### src/verilog/msp_consts.svh
// timing counts and field positions for the mode select pin mux
`ifndef MSP_CONSTS_SVH
`define MSP_CONSTS_SVH
`define MSP_CLK_PERIOD_NS 8
`define MSP_ECLK_DIV 4
`define MSP_QTR_CYCLES 1
`define MSP_PORT_W 8
`define MSP_PORTD_W 6
`define MSP_PG_RW_BIT 7
`define MSP_PG_XA_W 7
`define MSP_PH_CS_LSB 4
`define MSP_PH_CS_W 4
`endif

### src/verilog/msp_pkg.sv
// types for the mode select pin mux
package msp_pkg;
    typedef enum logic [1:0] {
        MSP_SPECIAL_BOOT  = 2'b00,
        MSP_SPECIAL_TEST  = 2'b01,
        MSP_SINGLE_CHIP   = 2'b10,
        MSP_EXPANDED      = 2'b11
    } msp_mode_t;

    typedef struct packed {
        logic [15:0] addr;
        logic [7:0]  data_out;
        logic        data_oe;
        logic        rw;
    } msp_bus_t;
endpackage : msp_pkg

### src/verilog/msp_eclk.sv
// e clock divider giving quarter-cycle phase enables
`timescale 1ns/100ps
`include "msp_consts.svh"
module msp_eclk #(
    parameter int DIV = `MSP_ECLK_DIV
) (
    input  wire logic ref_clk,
    input  wire logic rst,
    output logic      eclk,
    output logic      cyc_start,
    output logic      last_qtr
);
    logic [$clog2(DIV)-1:0] cnt;

    initial begin
        if (DIV < 4 || DIV % 2 != 0)
            $error("msp_eclk: DIV must be even and at least 4");
    end

    // free running phase count, one e cycle per DIV ref clocks
    always_ff @(posedge ref_clk or posedge rst) begin
        if (rst) begin
            cnt <= '0;
        end else if (cnt == $clog2(DIV)'(DIV - 1)) begin
            cnt <= '0;
        end else begin
            cnt <= cnt + 1'b1;
        end
    end

    // e low in address half, high in data half
    assign eclk      = (cnt >= $clog2(DIV)'(DIV / 2));
    assign cyc_start = (cnt == '0);
    assign last_qtr  = (cnt >= $clog2(DIV)'(DIV - DIV / 4));
endmodule : msp_eclk

### src/verilog/msp_pin_mux.sv
// mode strap capture and port pin multiplexer
`timescale 1ns/100ps
`include "msp_consts.svh"
module msp_pin_mux #(
    parameter bit FULL_VARIANT = 1'b1,
    parameter int ECLK_DIV     = `MSP_ECLK_DIV
) (
    input  wire logic                    ref_clk,
    input  wire logic                    rst,
    // strap pins, a is two-way after reset in test and expanded modes
    input  wire logic                    mode_strap_a_pin_in,
    output logic                         mode_strap_a_pin_out,
    output logic                         mode_strap_a_pin_oe,
    input  wire logic                    mode_strap_b_pin,
    // core side
    input  wire logic                    opcode_fetch,
    input  wire logic                    strobe_drive_high_bit,
    input  wire msp_pkg::msp_bus_t       bus,
    input  wire logic                    xa_enable,
    input  wire logic                    cs_enable,
    input  wire logic [`MSP_PG_XA_W-1:0] xa_lines,
    input  wire logic [`MSP_PH_CS_W-1:0] cs_lines,
    output msp_pkg::msp_mode_t           mode,
    output logic                         expanded_bus,
    output logic                         eclk,
    output logic [7:0]                   bus_data_in,
    // gpio side for the five bus ports
    input  wire logic [7:0]              gpio_b_out,
    input  wire logic [7:0]              gpio_b_oe,
    input  wire logic [7:0]              gpio_c_out,
    input  wire logic [7:0]              gpio_c_oe,
    input  wire logic [7:0]              gpio_f_out,
    input  wire logic [7:0]              gpio_f_oe,
    input  wire logic [7:0]              gpio_g_out,
    input  wire logic [7:0]              gpio_g_oe,
    input  wire logic [7:0]              gpio_h_out,
    input  wire logic [7:0]              gpio_h_oe,
    // pins of the muxed ports
    input  wire logic [7:0]              port_c_in,
    output logic [7:0]                   port_b_out,
    output logic [7:0]                   port_b_oe,
    output logic [7:0]                   port_c_out,
    output logic [7:0]                   port_c_oe,
    output logic [7:0]                   port_f_out,
    output logic [7:0]                   port_f_oe,
    output logic [7:0]                   port_g_out,
    output logic [7:0]                   port_g_oe,
    output logic [7:0]                   port_h_out,
    output logic [7:0]                   port_h_oe
);
    logic strap_a;
    logic strap_b;
    logic in_reset;
    logic cyc_start;
    logic fetch_cycle;
    logic strobe_en;
    logic xa_on;
    logic cs_on;

    initial begin
        // the high kick lasts one ref clock, a quarter only at this rate
        if (ECLK_DIV != `MSP_ECLK_DIV)
            $error("msp_pin_mux: ECLK_DIV must be 4");
    end

    // strap levels come from board pins, so they are synchronised
    msp_sync u_sync_a (
        .ref_clk (ref_clk),
        .rst     (rst),
        .pin     (mode_strap_a_pin_in),
        .level   (strap_a)
    );

    msp_sync u_sync_b (
        .ref_clk (ref_clk),
        .rst     (rst),
        .pin     (mode_strap_b_pin),
        .level   (strap_b)
    );

    msp_eclk #(
        .DIV (ECLK_DIV)
    ) u_eclk (
        .ref_clk   (ref_clk),
        .rst       (rst),
        .eclk      (eclk),
        .cyc_start (cyc_start),
        .last_qtr  ()
    );

    // in_reset stays high until the first clocked cycle after release
    always_ff @(posedge ref_clk or posedge rst) begin
        if (rst) begin
            in_reset <= 1'b1;
        end else begin
            in_reset <= 1'b0;
        end
    end

    // straps sampled on the first edge after release, frozen from then on
    // async reset cannot load a pin, so capture is clocked here
    always_ff @(posedge ref_clk or posedge rst) begin
        if (rst) begin
            mode <= msp_pkg::MSP_SINGLE_CHIP;
        end else if (in_reset) begin
            mode <= msp_pkg::msp_mode_t'({strap_b, strap_a});
        end
    end // later strap changes are ignored

    // expanded and test modes both run the external bus
    assign expanded_bus = !in_reset && mode[0];
    assign strobe_en    = expanded_bus;
    // chip extras only in expanded modes and on the full variant
    assign xa_on = FULL_VARIANT && expanded_bus && xa_enable;
    assign cs_on = FULL_VARIANT && expanded_bus && cs_enable;

    // latch the fetch request at each e cycle start
    always_ff @(posedge ref_clk or posedge rst) begin
        if (rst) begin
            fetch_cycle <= 1'b0;
        end else if (cyc_start) begin
            fetch_cycle <= opcode_fetch;
        end
    end

    // open drain strobe: low during fetch, optional high kick
    always_ff @(posedge ref_clk or posedge rst) begin
        if (rst) begin
            mode_strap_a_pin_out <= 1'b1;
            mode_strap_a_pin_oe  <= 1'b0;
        end else if (!strobe_en) begin
            mode_strap_a_pin_out <= 1'b1; // no function after reset
            mode_strap_a_pin_oe  <= 1'b0;
        end else if (cyc_start ? opcode_fetch : fetch_cycle) begin
            mode_strap_a_pin_out <= 1'b0;
            mode_strap_a_pin_oe  <= 1'b1;
        end else begin
            // drive high only in the quarter after a fetch cycle ends
            mode_strap_a_pin_out <= 1'b1;
            mode_strap_a_pin_oe  <= strobe_drive_high_bit &&
                                    fetch_cycle && cyc_start;
        end
    end

    // port b, f address and port c data, else gpio
    always_ff @(posedge ref_clk or posedge rst) begin
        if (rst) begin
            port_b_out <= 8'h00;
            port_b_oe  <= 8'h00;
            port_f_out <= 8'h00;
            port_f_oe  <= 8'h00;
            port_c_out <= 8'h00;
            port_c_oe  <= 8'h00;
        end else if (expanded_bus) begin
            port_b_out <= bus.addr[15:8];
            port_b_oe  <= 8'hff;
            port_f_out <= bus.addr[7:0];
            port_f_oe  <= 8'hff;
            port_c_out <= bus.data_out;
            port_c_oe  <= {8{bus.data_oe}};
        end else begin
            port_b_out <= gpio_b_out;
            port_b_oe  <= gpio_b_oe;
            port_f_out <= gpio_f_out;
            port_f_oe  <= gpio_f_oe;
            port_c_out <= gpio_c_out;
            port_c_oe  <= gpio_c_oe;
        end
    end

    // read data sampled from port c pins, same clock as the core
    always_ff @(posedge ref_clk or posedge rst) begin
        if (rst) begin
            bus_data_in <= 8'h00;
        end else begin
            bus_data_in <= port_c_in;
        end
    end

    // port g: bit 7 read/write line, bits 6-0 expansion address
    always_ff @(posedge ref_clk or posedge rst) begin
        if (rst) begin
            port_g_out <= 8'h00;
            port_g_oe  <= 8'h00;
        end else begin
            port_g_out[`MSP_PG_RW_BIT] <= expanded_bus ? bus.rw
                                        : gpio_g_out[`MSP_PG_RW_BIT];
            port_g_oe[`MSP_PG_RW_BIT]  <= expanded_bus ? 1'b1
                                        : gpio_g_oe[`MSP_PG_RW_BIT];
            port_g_out[6:0] <= xa_on ? xa_lines : gpio_g_out[6:0];
            // reduced variant has no port g low lines at all
            port_g_oe[6:0]  <= !FULL_VARIANT ? 7'h00
                             : xa_on ? 7'h7f : gpio_g_oe[6:0];
        end
    end

    // port h: upper nibble chip selects, lower nibble gpio
    always_ff @(posedge ref_clk or posedge rst) begin
        if (rst) begin
            port_h_out <= 8'h00;
            port_h_oe  <= 8'h00;
        end else begin
            port_h_out[3:0] <= gpio_h_out[3:0];
            port_h_oe[3:0]  <= gpio_h_oe[3:0];
            port_h_out[7:4] <= cs_on ? cs_lines : gpio_h_out[7:4];
            port_h_oe[7:4]  <= !FULL_VARIANT ? 4'h0
                             : cs_on ? 4'hf : gpio_h_oe[7:4];
        end
    end
endmodule : msp_pin_mux

### src/verilog/msp_sync.sv
// three stage synchroniser for one pin level with agreement filter
`timescale 1ns/100ps
`include "msp_consts.svh"
module msp_sync (
    input  wire logic ref_clk,
    input  wire logic rst,
    input  wire logic pin,
    output logic      level
);
    logic s1;
    logic s2;
    logic s3;

    // first stage feeds only the second; the stages keep running
    // through reset, because the straps must be seen while it is held,
    // so rst is left unread here on purpose
    always_ff @(posedge ref_clk) begin
        s1 <= pin;
        s2 <= s1;
        s3 <= s2;
    end

    // a change counts only once stages two and three agree
    always_ff @(posedge ref_clk) begin
        if (s2 == s3) begin
            level <= s3;
        end
    end
endmodule : msp_sync
### config.mk
export PLATFORM = sky130hd
export DESIGN_NAME = msp_pin_mux
export DESIGN_NICKNAME = d
export VERILOG_FILES = /design/src/verilog/msp_pkg.sv /design/src/verilog/msp_eclk.sv /design/src/verilog/msp_pin_mux.sv /design/src/verilog/msp_sync.sv
export VERILOG_INCLUDE_DIRS = /design/src /design/src/verilog
export SDC_FILE = /design/constraint.sdc
export NUM_CORES = 1
export LEC_CHECK = 0
export ABC_AREA = 1
export BUFFER_PORTS_ARGS = -buffer_cell sky130_fd_sc_hd__clkbuf_2
export CAP_MARGIN = 20
export CORE_MARGIN = 1
export CORE_UTILIZATION = 45
export CTS_CLUSTER_SIZE = 14
export DETAILED_ROUTE_END_ITERATION = 7
export MAX_ROUTING_LAYER = met4
export PLACE_DENSITY_LB_ADDON = 0.25
export SLEW_MARGIN = 40
export SYNTH_ARGS = -nofsm -noshare
export SYNTH_HDL_FRONTEND = slang
export SYNTH_HIERARCHICAL = 1
export SYNTH_SLANG_ARGS = --single-unit
export TNS_END_PERCENT = 20
### constraint.sdc
create_clock -name ref_clk -period 4.6 [get_ports ref_clk]
set_input_delay 0.92 -clock ref_clk [delete_from_list [all_inputs] [get_ports ref_clk]]
set_output_delay 0.92 -clock ref_clk [all_outputs]
set_load 0.1 [all_outputs]
==> flow_metrics.env <==
export IMPL_drtIter0Drc=58
export IMPL_wire_per_inst_um=12.9
export IMPL_cts_buffer_depth=2
export IMPL_cts_setup_buffers=0
export IMPL_final_common_cell="clkbuf_2"
export IMPL_cts_resized=0
export IMPL_cp_slowest_cell="dfrtp_1"
export IMPL_crit_buf_inv=2
export IMPL_hold_viol_final=0
export IMPL_dp_slack_ns=1.44
export IMPL_die_area_sq_mm=0.00820
export IMPL_power_switching_mw=0.863
export IMPL_period_share=0.768
export IMPL_ant_nets=0
export IMPL_routed_wirelength_mm=8.39
export IMPL_power_density_mw_per_mm2=464
export IMPL_cp_required_ns=3.68
export IMPL_finalMaxSlewViolations=0
export IMPL_fin_setup_tns_ns=0
export IMPL_drive_gt1_frac=0.463
export IMPL_min_path_type="reg2reg"
export IMPL_drt_met1_wl_mm=3.22
export IMPL_fmax_mhz=283
export IMPL_row_count=31
export IMPL_status="finished clean"
export IMPL_die_y_um=90.6
export IMPL_numCtsBuffers=9
export IMPL_place_inst=632
export IMPL_whs_ns=0.340
export IMPL_cts_tree="yes"
export IMPL_diodes=0
export IMPL_synth_net_count=454
export IMPL_track_usage=0.219
export IMPL_power_frac_clock=0.290
export IMPL_core_area_sq_mm=0.00741
export IMPL_ir_drop_uv=230
export IMPL_overflow=0
export IMPL_rsz0062_at_grt="false"
export IMPL_synthCells=318
export IMPL_yosysWarnings=6
export IMPL_p_leak_nw=2.91
export IMPL_crit_chain="nand2_4, inv_2, clkbuf_2"
export IMPL_intPower_mw=1.44
export IMPL_io_buffers=226
export IMPL_htreeDepth=3
export IMPL_ys_seq_area_frac=0.732
export IMPL_first_pass_iters=4
export IMPL_cp_end_kind="output port"
export IMPL_worst_slack_ns=1.07
export IMPL_route_detailed_drc=0
export IMPL_clock_latency_ns=0.35
export IMPL_cts_hold_buf=0
export IMPL_design_area_sq_mm=0.00496
export IMPL_setup_viol=0
export IMPL_grt_antenna_before_repair=0
export IMPL_p_sw_frac=0.375
export IMPL_syn_avg_cell_area_sq_um=11.1
export IMPL_wl_met2_mm=4.34
export IMPL_initial_core_util=0.477
export IMPL_hpwl_mm=6.44
export IMPL_worstSetupStartpointType="flip-flop"
export IMPL_arrival_ns=2.61
export IMPL_drv_cap=0
export IMPL_placed_cell_area_sq_mm=0.00472
export IMPL_avgViaCountPerCell=4.41
export IMPL_syn2layout_area_growth_pct=40.5
export IMPL_yosysUniqueCellTypes=18
export IMPL_crit_type="reg2out"
export IMPL_fp_dieW_um=90.6
export IMPL_wl_met3_um=616
export IMPL_highest_layer="met4"
export IMPL_grt_pass1_vias=2816
export IMPL_mappedNetlistArea_sq_mm=0.00353
export IMPL_root_buffer="clkbuf_8"
export IMPL_numClockSinks=104
export IMPL_num_nets_final=680
export IMPL_tightest_slew_ns=0.703
export IMPL_critPathMaxFanout=45
export IMPL_synth_seq_cells=104
export IMPL_p_seq_frac=0.433
export IMPL_power_frac_comb=0.277
export IMPL_clk_pin_slew_ns=0.10
export IMPL_grt_pass1_wl_mm=13.3
export IMPL_slew_headroom=0.531
export IMPL_num_vias=2855
export IMPL_place_gp_congestion=0.780
export IMPL_grt_max_degree=60
export IMPL_final_cells=648
export IMPL_mostFrequentLayoutCells="clkbuf_2 (226), nand2_1 (142), dfrtp_1 (93), inv_1 (20), or2_1 (13)"
export IMPL_ios=227
export IMPL_fin_crit_ns=3.53
export IMPL_cp_slowest_stage_delay_ns=0.70
export IMPL_critical_path_top_delay_family="buffers and inverters"
export IMPL_skew_ns=0.00995
[path summary, 6_finish.rpt]
path | startpoint | end | slack [ns] | cells after the start
worst max-delay path | mode[0]$_DFFE_PP0P_ | expanded_bus | 1.07 | 3
worst min-delay path | u_sync_b/s1$_DFF_P_ | u_sync_b/s2$_DFF_P_ | 0.34 | 0
worst max register to register | mode[0]$_DFFE_PP0P_ | port_c_oe[0]$_DFF_PP0_ | 2.39 | 4
worst min register to register | u_sync_b/s1$_DFF_P_ | u_sync_b/s2$_DFF_P_ | 0.34 | 0
max in group asynchronous | rst | port_g_oe[7]$_DFF_PP0_ | 2.99 | 3
min in group asynchronous | rst | u_eclk/cnt[0]$_DFF_PP0_ | 0.42 | 2
[worst register-to-register path, stage by stage (launching register included)]
cell	delay, ns
dfrtp_1	0.70
nand2_4	0.34
inv_2	0.62
nand2_1	0.36
nand2_1	0.13
[power groups by stage]
stage | Sequential, mW | Combinational [mW] | Clock, mW
2_1_floorplan | 1.44 | 0.0777 | 0
3_3_place_gp | 1.01 | 0.639 | 0
3_5_place_dp | 1.02 | 0.642 | 0
4_1_cts | 0.998 | 0.643 | 0.681
5_1_grt | 1.00 | 0.665 | 0.721
6_report | 0.997 | 0.638 | 0.667
[layout make-up]
cell class / count / area, sq um
Fill cell: 621 / 2450
Multi-Input combinational cell: 179 / 781
Tap cell: 99 / 124
Sequential cell: 104 / 2590
Timing Repair Buffer: 227 / 1140
Clock buffer: 9 / 124
Inverter: 23 / 88.8
Clock inverter: 7 / 119
[synthesized netlist by cell type]
library cell | n | area share
buf_2 | 8 | 0.011
buf_4 | 2 | 0.0043
buf_6 | 2 | 0.0064
conb_1 | 1 | 0.0011
dfrtp_1 | 93 | 0.66
dfstp_2 | 3 | 0.022
dfxtp_1 | 6 | 0.034
edfxtp_1 | 2 | 0.017
ha_1 | 3 | 0.011
inv_1 | 21 | 0.022
inv_2 | 2 | 0.0021
nand2_1 | 142 | 0.15
nand2_4 | 1 | 0.0032
nand3_1 | 2 | 0.0028
nand4_1 | 12 | 0.021
nor2_1 | 1 | 0.0011
or2_1 | 13 | 0.023
or2_2 | 4 | 0.0071
[registers in the layout, indices dropped and copies added, names as in the netlist, 2 cells and up]
register and cells:
bus_data_in 8, mode 2, port_b_oe 8, port_b_out 8, port_c_oe 8, port_c_out 8
port_f_oe 8, port_f_out 8, port_g_oe 8, port_g_out 8, port_h_oe 8, port_h_out 8
u_eclk/cnt 2
[routing by layer]
metal,GRT usage,vias up
met4,0.0887,0
met5,-,-
met3,0.0497,19
met2,0.373,133
li1,-,1404
met1,0.249,1299
[cells by family (layout without fill, tap and decap cells)]
kind of cell  Yosys count  after routing  synth area share
flops                 104            104             0.732
other cells             1              1           0.00106
fa+ha+maj               3              3            0.0106
buf+inv                35            266            0.0464
simple gates          175            175             0.209
[stage by stage]
| stage | util | power (mW) |
|---|---|---|
| after floorplan | - | 1.52 |
| after global placement | 0.637 | 1.65 |
| after detailed placement | 0.637 | 1.66 |
| after CTS | 0.670 | 2.32 |
| after global routing | 0.670 | 2.39 |
| final | 0.670 | 2.30 |
Power figures use the tool's default switching activity.
